[src/hdl/cmp_ctrl_pkg.sv]
// Constants for the analog comparator control and status block.
package cmp_ctrl_pkg;

   // Byte addresses of the word-aligned registers.
   localparam logic [7:0] ADDR_CTRL_STATUS = 8'h50;
   localparam logic [7:0] ADDR_CONV_CTRL_B = 8'h54;
   localparam logic [7:0] ADDR_PIN_DISABLE = 8'h58;

   // Field positions in comparator_control_status.
   localparam int POS_POWER_OFF = 7;
   localparam int POS_BANDGAP = 6;
   localparam int POS_RESULT = 5;
   localparam int POS_FLAG = 4;
   localparam int POS_IRQ_EN = 3;
   localparam int POS_CAPTURE = 2;
   localparam int POS_MODE_HI = 1;
   localparam int POS_MODE_LO = 0;

   // Field positions in converter_control_b and pin_digital_input_disable.
   localparam int POS_MUX_EN = 6;
   localparam int POS_NEG_BUF_OFF = 1;
   localparam int POS_POS_BUF_OFF = 0;

   // Event mode codes.
   localparam logic [1:0] MODE_TOGGLE = 2'h0;
   localparam logic [1:0] MODE_RESERVED = 2'h1;
   localparam logic [1:0] MODE_FALLING = 2'h2;
   localparam logic [1:0] MODE_RISING = 2'h3;

   // Values after reset.
   localparam logic [7:0] RESET_CTRL_STATUS = 8'h00;
   localparam logic [7:0] RESET_CONV_CTRL_B = 8'h00;
   localparam logic [7:0] RESET_PIN_DISABLE = 8'h00;
   localparam logic [2:0] RESET_CHANNEL = 3'h0;

   // Bus constants.
   localparam logic [1:0] HTRANS_NONSEQ = 2'h2;
   localparam logic HRESP_OKAY = 1'h0;

endpackage : cmp_ctrl_pkg

[src/hdl/analog_comparator_control.sv]
// Analog comparator control, result synchroniser, events and bus slave.
//
// The AHB-Lite slave port is this design's own decision.
`timescale 1ns/1ps

module analog_comparator_control
(
   // Clock, reset and clock enable.
   input wire logic mclk,
   input wire logic rst,
   input wire logic ce,
   // AHB-Lite slave port.
   input wire logic hsel,
   input wire logic [7:0] haddr,
   input wire logic [1:0] htrans,
   input wire logic hwrite,
   input wire logic [2:0] hsize,
   input wire logic [31:0] hwdata,
   input wire logic hready,
   output logic hreadyout,
   output logic hresp,
   output logic [31:0] hrdata,
   // Analog comparator and pins, asynchronous to mclk.
   input wire logic cmp_raw,
   input wire logic cmp_positive_pin_in,
   input wire logic cmp_negative_pin_in,
   // Converter and CPU state, on mclk.
   input wire logic converter_enable,
   input wire logic channel_select_top,
   input wire logic [2:0] channel_select_low,
   input wire logic global_irq_enable,
   input wire logic irq_vector_ack,
   // Analog controls.
   output logic cmp_power_off,
   output logic bandgap_select,
   output logic negative_mux_select,
   output logic [2:0] negative_channel,
   output logic negative_pin_buffer_off,
   output logic positive_pin_buffer_off,
   // Port input register bits of the two pins.
   output logic cmp_positive_pin_read,
   output logic cmp_negative_pin_read,
   // Timer capture feed and interrupt.
   output logic capture_input,
   output logic cmp_irq
);

   // Software-visible state.
   logic power_off_r;
   logic bandgap_r;
   logic flag_r;
   logic irq_en_r;
   logic capture_en_r;
   logic [1:0] mode_r;
   logic mux_en_r;
   logic neg_buf_off_r;
   logic pos_buf_off_r;

   // Synchronisers and edge history.
   logic cmp_meta_r;
   logic cmp_sync_r;
   logic cmp_prev_r;
   logic [2:0] hist_valid_r;
   logic pos_meta_r;
   logic pos_sync_r;
   logic neg_meta_r;
   logic neg_sync_r;

   // Bus data-phase state.
   logic wr_pend_r;
   logic [7:0] wr_addr_r;
   logic addr_phase;
   logic [7:0] ctrl_status_rd;
   logic [31:0] rd_nxt;
   logic wr_ctrl;
   logic wr_convb;
   logic wr_pins;

   // Event detection.
   logic rise;
   logic fall;
   logic event_hit;
   logic flag_nxt;

   // A transfer is taken only on a NONSEQ that the bus lets through.
   assign addr_phase = hsel && hready
                       && (htrans == cmp_ctrl_pkg::HTRANS_NONSEQ);
   assign wr_ctrl = wr_pend_r && (wr_addr_r == cmp_ctrl_pkg::ADDR_CTRL_STATUS);
   assign wr_convb = wr_pend_r
                     && (wr_addr_r == cmp_ctrl_pkg::ADDR_CONV_CTRL_B);
   assign wr_pins = wr_pend_r && (wr_addr_r == cmp_ctrl_pkg::ADDR_PIN_DISABLE);

   // Control byte as read; the result bit is the synchronised output.
   assign ctrl_status_rd = {power_off_r, bandgap_r, cmp_sync_r, flag_r,
                            irq_en_r, capture_en_r, mode_r};

   // Read data is built in the address phase so it stands in a flop.
   always_comb
   begin
      rd_nxt = 32'h0000_0000;
      case (haddr)
         cmp_ctrl_pkg::ADDR_CTRL_STATUS: rd_nxt[7:0] = ctrl_status_rd;
         cmp_ctrl_pkg::ADDR_CONV_CTRL_B:
            rd_nxt[cmp_ctrl_pkg::POS_MUX_EN] = mux_en_r;
         cmp_ctrl_pkg::ADDR_PIN_DISABLE:
         begin
            rd_nxt[cmp_ctrl_pkg::POS_NEG_BUF_OFF] = neg_buf_off_r;
            rd_nxt[cmp_ctrl_pkg::POS_POS_BUF_OFF] = pos_buf_off_r;
         end
         default: rd_nxt = 32'h0000_0000;
      endcase
   end

   // Zero-wait slave: always ready, always OKAY, unmapped reads give zero.
   always_ff @(posedge mclk)
   begin
      if (rst)
      begin
         hreadyout <= 1'h1;
         hresp <= cmp_ctrl_pkg::HRESP_OKAY;
         hrdata <= 32'h0000_0000;
         wr_pend_r <= 1'h0;
         wr_addr_r <= 8'h00;
      end
      else if (ce)
      begin
         hreadyout <= 1'h1;
         hresp <= cmp_ctrl_pkg::HRESP_OKAY;
         wr_pend_r <= addr_phase && hwrite;
         if (addr_phase)
         begin
            wr_addr_r <= haddr;
            hrdata <= hwrite ? 32'h0000_0000 : rd_nxt;
         end
      end
   end

   // Plain control fields written in the data phase.
   always_ff @(posedge mclk)
   begin
      if (rst)
      begin
         {power_off_r, bandgap_r} <= cmp_ctrl_pkg::RESET_CTRL_STATUS[7:6];
         {irq_en_r, capture_en_r, mode_r} <=
            cmp_ctrl_pkg::RESET_CTRL_STATUS[3:0];
         mux_en_r <= cmp_ctrl_pkg::RESET_CONV_CTRL_B[cmp_ctrl_pkg::POS_MUX_EN];
         {neg_buf_off_r, pos_buf_off_r} <=
            cmp_ctrl_pkg::RESET_PIN_DISABLE[1:0];
      end
      else if (ce)
      begin
         if (wr_ctrl)
         begin
            power_off_r <= hwdata[cmp_ctrl_pkg::POS_POWER_OFF];
            bandgap_r <= hwdata[cmp_ctrl_pkg::POS_BANDGAP];
            irq_en_r <= hwdata[cmp_ctrl_pkg::POS_IRQ_EN];
            capture_en_r <= hwdata[cmp_ctrl_pkg::POS_CAPTURE];
            mode_r <= hwdata[cmp_ctrl_pkg::POS_MODE_HI:
                             cmp_ctrl_pkg::POS_MODE_LO];
         end
         if (wr_convb)
            mux_en_r <= hwdata[cmp_ctrl_pkg::POS_MUX_EN];
         if (wr_pins)
         begin
            neg_buf_off_r <= hwdata[cmp_ctrl_pkg::POS_NEG_BUF_OFF];
            pos_buf_off_r <= hwdata[cmp_ctrl_pkg::POS_POS_BUF_OFF];
         end
      end
   end

   // Two-flop synchronisers for the comparator and the two pin buffers.
   always_ff @(posedge mclk)
   begin
      if (rst)
      begin
         cmp_meta_r <= 1'h0;
         cmp_sync_r <= 1'h0;
         pos_meta_r <= 1'h0;
         pos_sync_r <= 1'h0;
         neg_meta_r <= 1'h0;
         neg_sync_r <= 1'h0;
      end
      else if (ce)
      begin
         cmp_meta_r <= cmp_raw;
         cmp_sync_r <= cmp_meta_r;
         pos_meta_r <= cmp_positive_pin_in;
         pos_sync_r <= pos_meta_r;
         neg_meta_r <= cmp_negative_pin_in;
         neg_sync_r <= neg_meta_r;
      end
   end

   // Edge history; events wait three cycles after reset or power-up; after reset
   // the history then holds real samples, but after power-up cmp_prev_r can still hold the off-state zero.
   always_ff @(posedge mclk)
   begin
      if (rst)
      begin
         cmp_prev_r <= 1'h0;
         hist_valid_r <= 3'h0;
      end
      else if (ce)
      begin
         cmp_prev_r <= cmp_sync_r;
         hist_valid_r <= {hist_valid_r[1:0], !power_off_r};
      end
   end

   // One event at most per cycle, chosen by the mode; reserved flags none.
   assign rise = cmp_sync_r && !cmp_prev_r;
   assign fall = !cmp_sync_r && cmp_prev_r;
   always_comb
   begin
      case (mode_r)
         cmp_ctrl_pkg::MODE_TOGGLE: event_hit = rise || fall;
         cmp_ctrl_pkg::MODE_FALLING: event_hit = fall;
         cmp_ctrl_pkg::MODE_RISING: event_hit = rise;
         default: event_hit = 1'h0;
      endcase
      if (!hist_valid_r[2] || power_off_r)
         event_hit = 1'h0;
   end

   // The flag is sticky; a new event wins over a clear in the same cycle.
   always_comb
   begin
      flag_nxt = flag_r;
      if (irq_vector_ack || (wr_ctrl && hwdata[cmp_ctrl_pkg::POS_FLAG]))
         flag_nxt = 1'h0;
      if (event_hit)
         flag_nxt = 1'h1;
   end

   always_ff @(posedge mclk)
   begin
      if (rst)
         flag_r <= cmp_ctrl_pkg::RESET_CTRL_STATUS[cmp_ctrl_pkg::POS_FLAG];
      else if (ce)
         flag_r <= flag_nxt;
   end

   // Registered outputs toward the analog macro, pins, timer and CPU.
   // Software must mask the interrupt around power-off and mode changes;
   // the block does not filter the glitch those changes can cause.
   always_ff @(posedge mclk)
   begin
      if (rst)
      begin
         cmp_power_off <= 1'h0;
         bandgap_select <= 1'h0;
         negative_mux_select <= 1'h0;
         negative_channel <= cmp_ctrl_pkg::RESET_CHANNEL;
         negative_pin_buffer_off <= 1'h0;
         positive_pin_buffer_off <= 1'h0;
         cmp_positive_pin_read <= 1'h0;
         cmp_negative_pin_read <= 1'h0;
         capture_input <= 1'h0;
         cmp_irq <= 1'h0;
      end
      else if (ce)
      begin
         cmp_power_off <= power_off_r;
         bandgap_select <= bandgap_r;
         // Upper select bit set has no pin in the table: keep the pin.
         negative_mux_select <= mux_en_r && !converter_enable
                                && !channel_select_top;
         negative_channel <= channel_select_low;
         negative_pin_buffer_off <= neg_buf_off_r;
         positive_pin_buffer_off <= pos_buf_off_r;
         cmp_positive_pin_read <= pos_sync_r && !pos_buf_off_r;
         cmp_negative_pin_read <= neg_sync_r && !neg_buf_off_r;
         capture_input <= capture_en_r && cmp_sync_r;
         cmp_irq <= flag_nxt && irq_en_r && global_irq_enable;
      end
   end
endmodule : analog_comparator_control

[config.mk]
export PLATFORM = sky130hd
export DESIGN_NAME = analog_comparator_control
export DESIGN_NICKNAME = d
export VERILOG_FILES = /design/src/hdl/cmp_ctrl_pkg.sv /design/src/hdl/analog_comparator_control.sv
export SDC_FILE = /design/constraint.sdc
export NUM_CORES = 1
export LEC_CHECK = 0
export ABC_CLOCK_PERIOD_IN_PS = 3500
export BUFFER_PORTS_ARGS = -buffer_cell sky130_fd_sc_hd__buf_2
export CAP_MARGIN = 20
export CORE_MARGIN = 4
export CORE_UTILIZATION = 49
export CTS_CLUSTER_SIZE = 24
export DETAILED_ROUTE_END_ITERATION = 12
export GPL_TIMING_DRIVEN = 0
export PLACE_DENSITY = 0.91
export SYNTH_ARGS = -nofsm -noshare
export SYNTH_HDL_FRONTEND = slang
export SYNTH_SLANG_ARGS = --single-unit
[constraint.sdc]
create_clock -name mclk -period 3.5 [get_ports mclk]
set_input_delay 0.175 -clock mclk [delete_from_list [all_inputs] [get_ports mclk]]
set_output_delay 0.175 -clock mclk [all_outputs]
set_load 0.03 [all_outputs]
Word-level counts from Yosys, hierarchy flattened
Index checks and enable logic that the tools add are counted.
{ "totals": {"reg_bits": 73, "latch_bits": 0, "mem_bits_rw": 0, "mem_bits_ro": 0, "in_bits": 61, "mem_count": 0} }
{ "classes": {"n_addsub": 0, "multipliers": 0, "div": 0, "order_cmp": 0, "eq_ne": 9, "shift": 0, "muxes": 9, "n_bitwise": 0, "reduce_logical": 32} }
{ "ops": {"columns": ["op", "count"], "rows": [
  ["$eq A8 B7 Y1 const B", 6],
  ["$logic_and A1 B1 Y1", 16],
  ["$logic_not A1 Y1", 8],
  ["$mux W8", 1],
  ["$reduce_and A2 Y1", 4],
  ["$eq A2 B2 Y1 const B", 3],
  ["$mux W1", 4],
  ["$mux W4", 1],
  ["$pmux W2 S2", 1],
  ["$logic_or A1 B1 Y1", 3],
  ["$pmux W1 S3", 1],
  ["$logic_not A2 Y1", 1],
  ["$pmux W1 S2", 1]
]} }

Logic depth before layout (Yosys ltp)
{ "logic_depth": {"word_depth": 8, "depth_mapped": 6} }

Worst setup path after synthesis
No wires, ideal clock.
{ "synth_path": {"kind": "reg-to-reg", "startpoint": "register cmp_sync_r", "endpoint": "register flag_r", "arrival_time_ps": 1320, "required_time_ps": 3414, "slack_ps": 2094, "path_stages_with_launch": 7, "n_path_buf": 0, "period_less_slack_ps": 1406, "cell_sequence": "dfxtp_1 > inv_1 > ha_1 > nor2b_1 > o31ai_1 > a31oi_1 > a211oi_1"} }
{ "synth_between": {"elab_chain_len": 6, "elab_cells_between_ends": 7, "classes_between": "mux (3); reduce/logical (4)"} }
{ "synth_lines": {"columns": ["element", "line", "rtl"], "rows": [
  ["start: declaration", "analog_comparator_control.sv:61", "logic cmp_sync_r;"],
  ["start signal: assignment", "analog_comparator_control.sv:186", "cmp_sync_r <= cmp_meta_r;"],
  ["$logic_not A1 Y1", "analog_comparator_control.sv:212", "assign fall = !cmp_sync_r && cmp_prev_r;"],
  ["$logic_and A1 B1 Y1", "analog_comparator_control.sv:212", null],
  ["$logic_or A1 B1 Y1", "analog_comparator_control.sv:216", "cmp_ctrl_pkg::MODE_TOGGLE: event_hit = rise || fall;"],
  ["$pmux W1 S3 *", "analog_comparator_control.sv:215", "case (mode_r)"],
  ["$mux W1 *", "analog_comparator_control.sv:221", "if (!hist_valid_r[2] || power_off_r)"],
  ["$mux W1 *", "analog_comparator_control.sv:231", "if (event_hit)"],
  ["end signal: assignment", "analog_comparator_control.sv:238", "flag_r <= cmp_ctrl_pkg::RESET_CTRL_STATUS[cmp_ctrl_pkg::POS_FLAG];"],
  ["end signal: assignment", "analog_comparator_control.sv:240", "flag_r <= flag_nxt;"],
  ["end: declaration", "analog_comparator_control.sv:51", "logic flag_r;"]
]} }
Mark *: on every way between the ends. The rest lies on a longest branch, timed or not.
A chain may end at the register's enable or synchronous reset.

Worst setup path after layout
{ "layout_path": {"startpoint": "register wr_addr_r[4]", "endpoint": "register mode_r[0]"} }
{ "layout_between": {"elab_chain_len": 3} }
{ "layout_lines": {"columns": ["element", "line", "rtl"], "rows": [
  ["start: declaration", "analog_comparator_control.sv:71", "logic [7:0] wr_addr_r;"],
  ["start signal: assignment", "analog_comparator_control.sv:132", "wr_addr_r <= haddr;"],
  ["$eq A8 B7 Y1", "analog_comparator_control.sv:88", "assign wr_ctrl = wr_pend_r && (wr_addr_r == cmp_ctrl_pkg::ADDR_CTRL_STATUS);"],
  ["$logic_and A1 B1 Y1", "analog_comparator_control.sv:88", null],
  ["$reduce_and A2 Y1 (no source line)", null, null],
  ["end signal: assignment", "analog_comparator_control.sv:144", "{irq_en_r, capture_en_r, mode_r} <="],
  ["end signal: assignment", "analog_comparator_control.sv:158", "mode_r <= hwdata[cmp_ctrl_pkg::POS_MODE_HI:"],
  ["end: declaration", "analog_comparator_control.sv:54", "logic [1:0] mode_r;"]
]} }
Every way passes these cells.

==> run_results.csv <==
group,metric,value,unit
place,dp.cells,352,
drt,wl_per_cell,13.5,µm
synthesis,ys.flop_type,"dfxtp_1",
global_route,grt_pass1_vias,1662,
global_route,grtUsageTotal,18.1,%
clock_network,root_buffer,"clkbuf_8",
power_and_ir_drop,p_clk_share,37.0,%
global_route,grt_first_pass_wirelength,7.60,mm
timing,relSlewSlack,58.6,%
timing,min_period_over_period,47.7,%
power_and_ir_drop,p_sw_share,24.5,%
die,placementRows,23,
layout,register_area,981,µm²
power_and_ir_drop,pwr-share-comb,12.2,%
global_route,antenna_found_initial,0,
die,io-pin-count,107,
clock_network,numClockSinks,49,
die,initial_core_util,52.4,%
critical_path,startpoint_type,"flip-flop",
clock_network,cts.htree.levels,2,
timing,fin_tns_setup,0,ns
clock_network,clkLatencyLatePin,0.30,ns
layout,syn_to_final_growth,24.3,%
power_and_ir_drop,total_power,0.00113,W
min_path,hold_class,"input port to flip-flop",
drt,firstDrtPassIters,4,
critical_path,r2r-start,"wr_addr_r[4]",
global_route,grt_start_max_net_pins,16,
synthesis,synth-edff-count,0,
clock_network,numCtsBuffers,5,
power_and_ir_drop,intPower,0.000851,W
clock_network,postCtsResizedCells,0,
clock_network,clock_path_buffers,2,
critical_path,crit_start,"wr_addr_r[4]",
die,die-area,0.00552,mm²
place,portBuffers,50,
clock_network,ctsHoldBuffers,0,
layout,diodes,0,
layout,layout-drive-gt1-share,30.6,%
drt,vias,1742,
critical_path,end_kind,"flip-flop",
place,place_ws,1.86,ns
critical_path,arrival,1.84,ns
synthesis,synthTopCellsByCount,"dfxtp_1, nor2_1, mux2i_1",
die,design.core.area,0.00412,mm²
timing,finClkSkew,0.00829,ns
place,place_congestion,0.834,
layout,fin_cells,360,
layout,finalNetCount,372,
synthesis,synth.most_common_cell,"dfxtp_1",
place,hpwl,3.70,mm
status,status,"completed",
timing,finalMaxSlewViolations,0,
synthesis,synthCells,228,
power_and_ir_drop,powerDensity,421,mW/mm²
critical_path,critPathRequiredTime,3.67,ns
clock_network,clkSlewWorstSetupHoldPaths,0.09,ns
timing,setup_violations,0,
power_and_ir_drop,p_switching,0.000276,W
drt,via_per_inst,4.84,
power_and_ir_drop,p_leak,1.32,nW
synthesis,synth_area_leader_cell,"dfxtp_1",
die,die_h,74.3,µm
timing,rsz0062_at_grt,"no",
timing,fin_ws,1.83,ns
synthesis,yosysWarnings,0,
synthesis,async_flop_share,0,%
timing,hold_violations,0,
min_path,hold_start,"hwdata[3]",
drt,finalWirelength,4.86,mm
synthesis,netlist.area_leader.share,45.5,%
timing,fmax,599,MHz
drt,ant_nets,0,
drt,drc_errors,0,
die,die-width,74.3,µm
layout,multiInputGateArea,998,µm²
critical_path,cp_max_fo,6,
timing,tightest_slew,0.620,ns
power_and_ir_drop,ir_drop,347,µV
synthesis,synth.avg_cell_area,9.45,µm²
critical_path,path_class,"flip-flop to flip-flop",
clock_network,cts_tree,"done",
clock_network,postCtsSetupBuffers,0,
layout,num-fill-cells,350,
synthesis,syn_area,0.00215,mm²
drt,drt_iter0_drc,71,
run,drv_cap,0,
synthesis,ys_types,35,
synthesis,synth-seq-cells,49,
power_and_ir_drop,pwr-share-seq,50.8,%
synthesis,synth-seq-area-share,45.5,%
timing,period_needed,1.67,ns
synthesis,ys_top_cells_by_area,"dfxtp_1, mux2i_1, buf_4, nor2_1, a21oi_1",
global_route,grt_overflow,0,
-- cells in the final DEF, fill, tap and decap left out, types with 2 or more instances in the layout --
cell type	instances
buf_4	27
o2bb2ai_1	2
a211oi_1	2
clkbuf_1	6
inv_1	4
nand2b_1	6
buf_2	52
conb_1	26
a21oi_1	14
ha_1	2
dfxtp_1	49
clkbuf_8	6
nand2_1	18
nand4_2	2
nand3b_1	2
nor2b_1	4
nand4_1	2
mux2i_1	28
nand3_1	4
nor2_1	32
a22o_1	5
-- critical path: stages, from the launching register on --
cell	delay, ns
dfxtp_1	0.33
nor3b_1	0.50
nand4_2	0.37
mux2i_1	0.28
nor2_1	0.06
-- stage by stage --
stage / area [µm²] / utilization, % / hold WS, ns
2_1_floorplan: 2240 / - / 0.311
3_3_place_gp: 2560 / 62.1 / 0.406
3_5_place_dp: 2560 / 62.1 / 0.419
4_1_cts: 2680 / 65.1 / 0.0998
5_1_grt: 2680 / 65.1 / 0.114
6_report: 2680 / 65.1 / 0.0999
-- final cells by class --
class | count | area share (%)
Clock buffer | 6 | 3.08
Inverter | 4 | 0.561
Timing Repair Buffer | 50 | 9.35
Multi-Input combinational cell | 162 | 37.3
Buffer | 37 | 9.35
Clock inverter | 2 | 1.40
Tap cell | 50 | 2.34
Sequential cell | 49 | 36.6
-- power groups by stage --
stage               clock [W]  combinational, W  sequential [W]
floorplan                   0         0.0000973        0.000589
global placement            0          0.000132        0.000585
detailed placement          0          0.000135        0.000585
CTS                  0.000422          0.000135        0.000572
global route         0.000451          0.000148        0.000573
finish               0.000417          0.000137        0.000572
-- per-layer routing --
metal | GRT usage [%] | share of wire, % | vias to the layer above
met5 | 0 | 0 | -
met4 | 6.32 | 0.93 | 0
met3 | 4.86 | 8.8 | 6
met2 | 31.1 | 51 | 74
met1 | 22.0 | 40 | 779
li1 | - | - | 883
-- flip-flops by register name, summed over array words and instances, names as in the netlist, 2 cells and up --
name	count
mode_r	2
hrdata	8
negative_channel	3
wr_addr_r	8
hist_valid_r	3
-- path summary, 6_finish.rpt --
kind / to / slack [ns] / depth (start not counted)
hold reg to reg: wr_addr_r[7] / 0.46 / 2
setup reg to reg: mode_r[0] / 1.83 / 4
hold / removal: irq_en_r / 0.1 / 3
setup / recovery: mode_r[0] / 1.83 / 4
-- kinds of logic after synthesis --
| kind of cell | Yosys count | share of synthesized area (%) |
|---|---|---|
| DFF | 49 | 45.5 |
| AOI/OAI and AO/OA | 27 | 8.25 |
| buffers and inverters | 41 | 12.3 |
| muxes | 28 | 13.0 |
| adders and majority gates | 2 | 1.16 |
| and+or+nand+nor | 79 | 19.4 |
| other | 2 | 0.349 |
(Power assumes the default switching activity.)
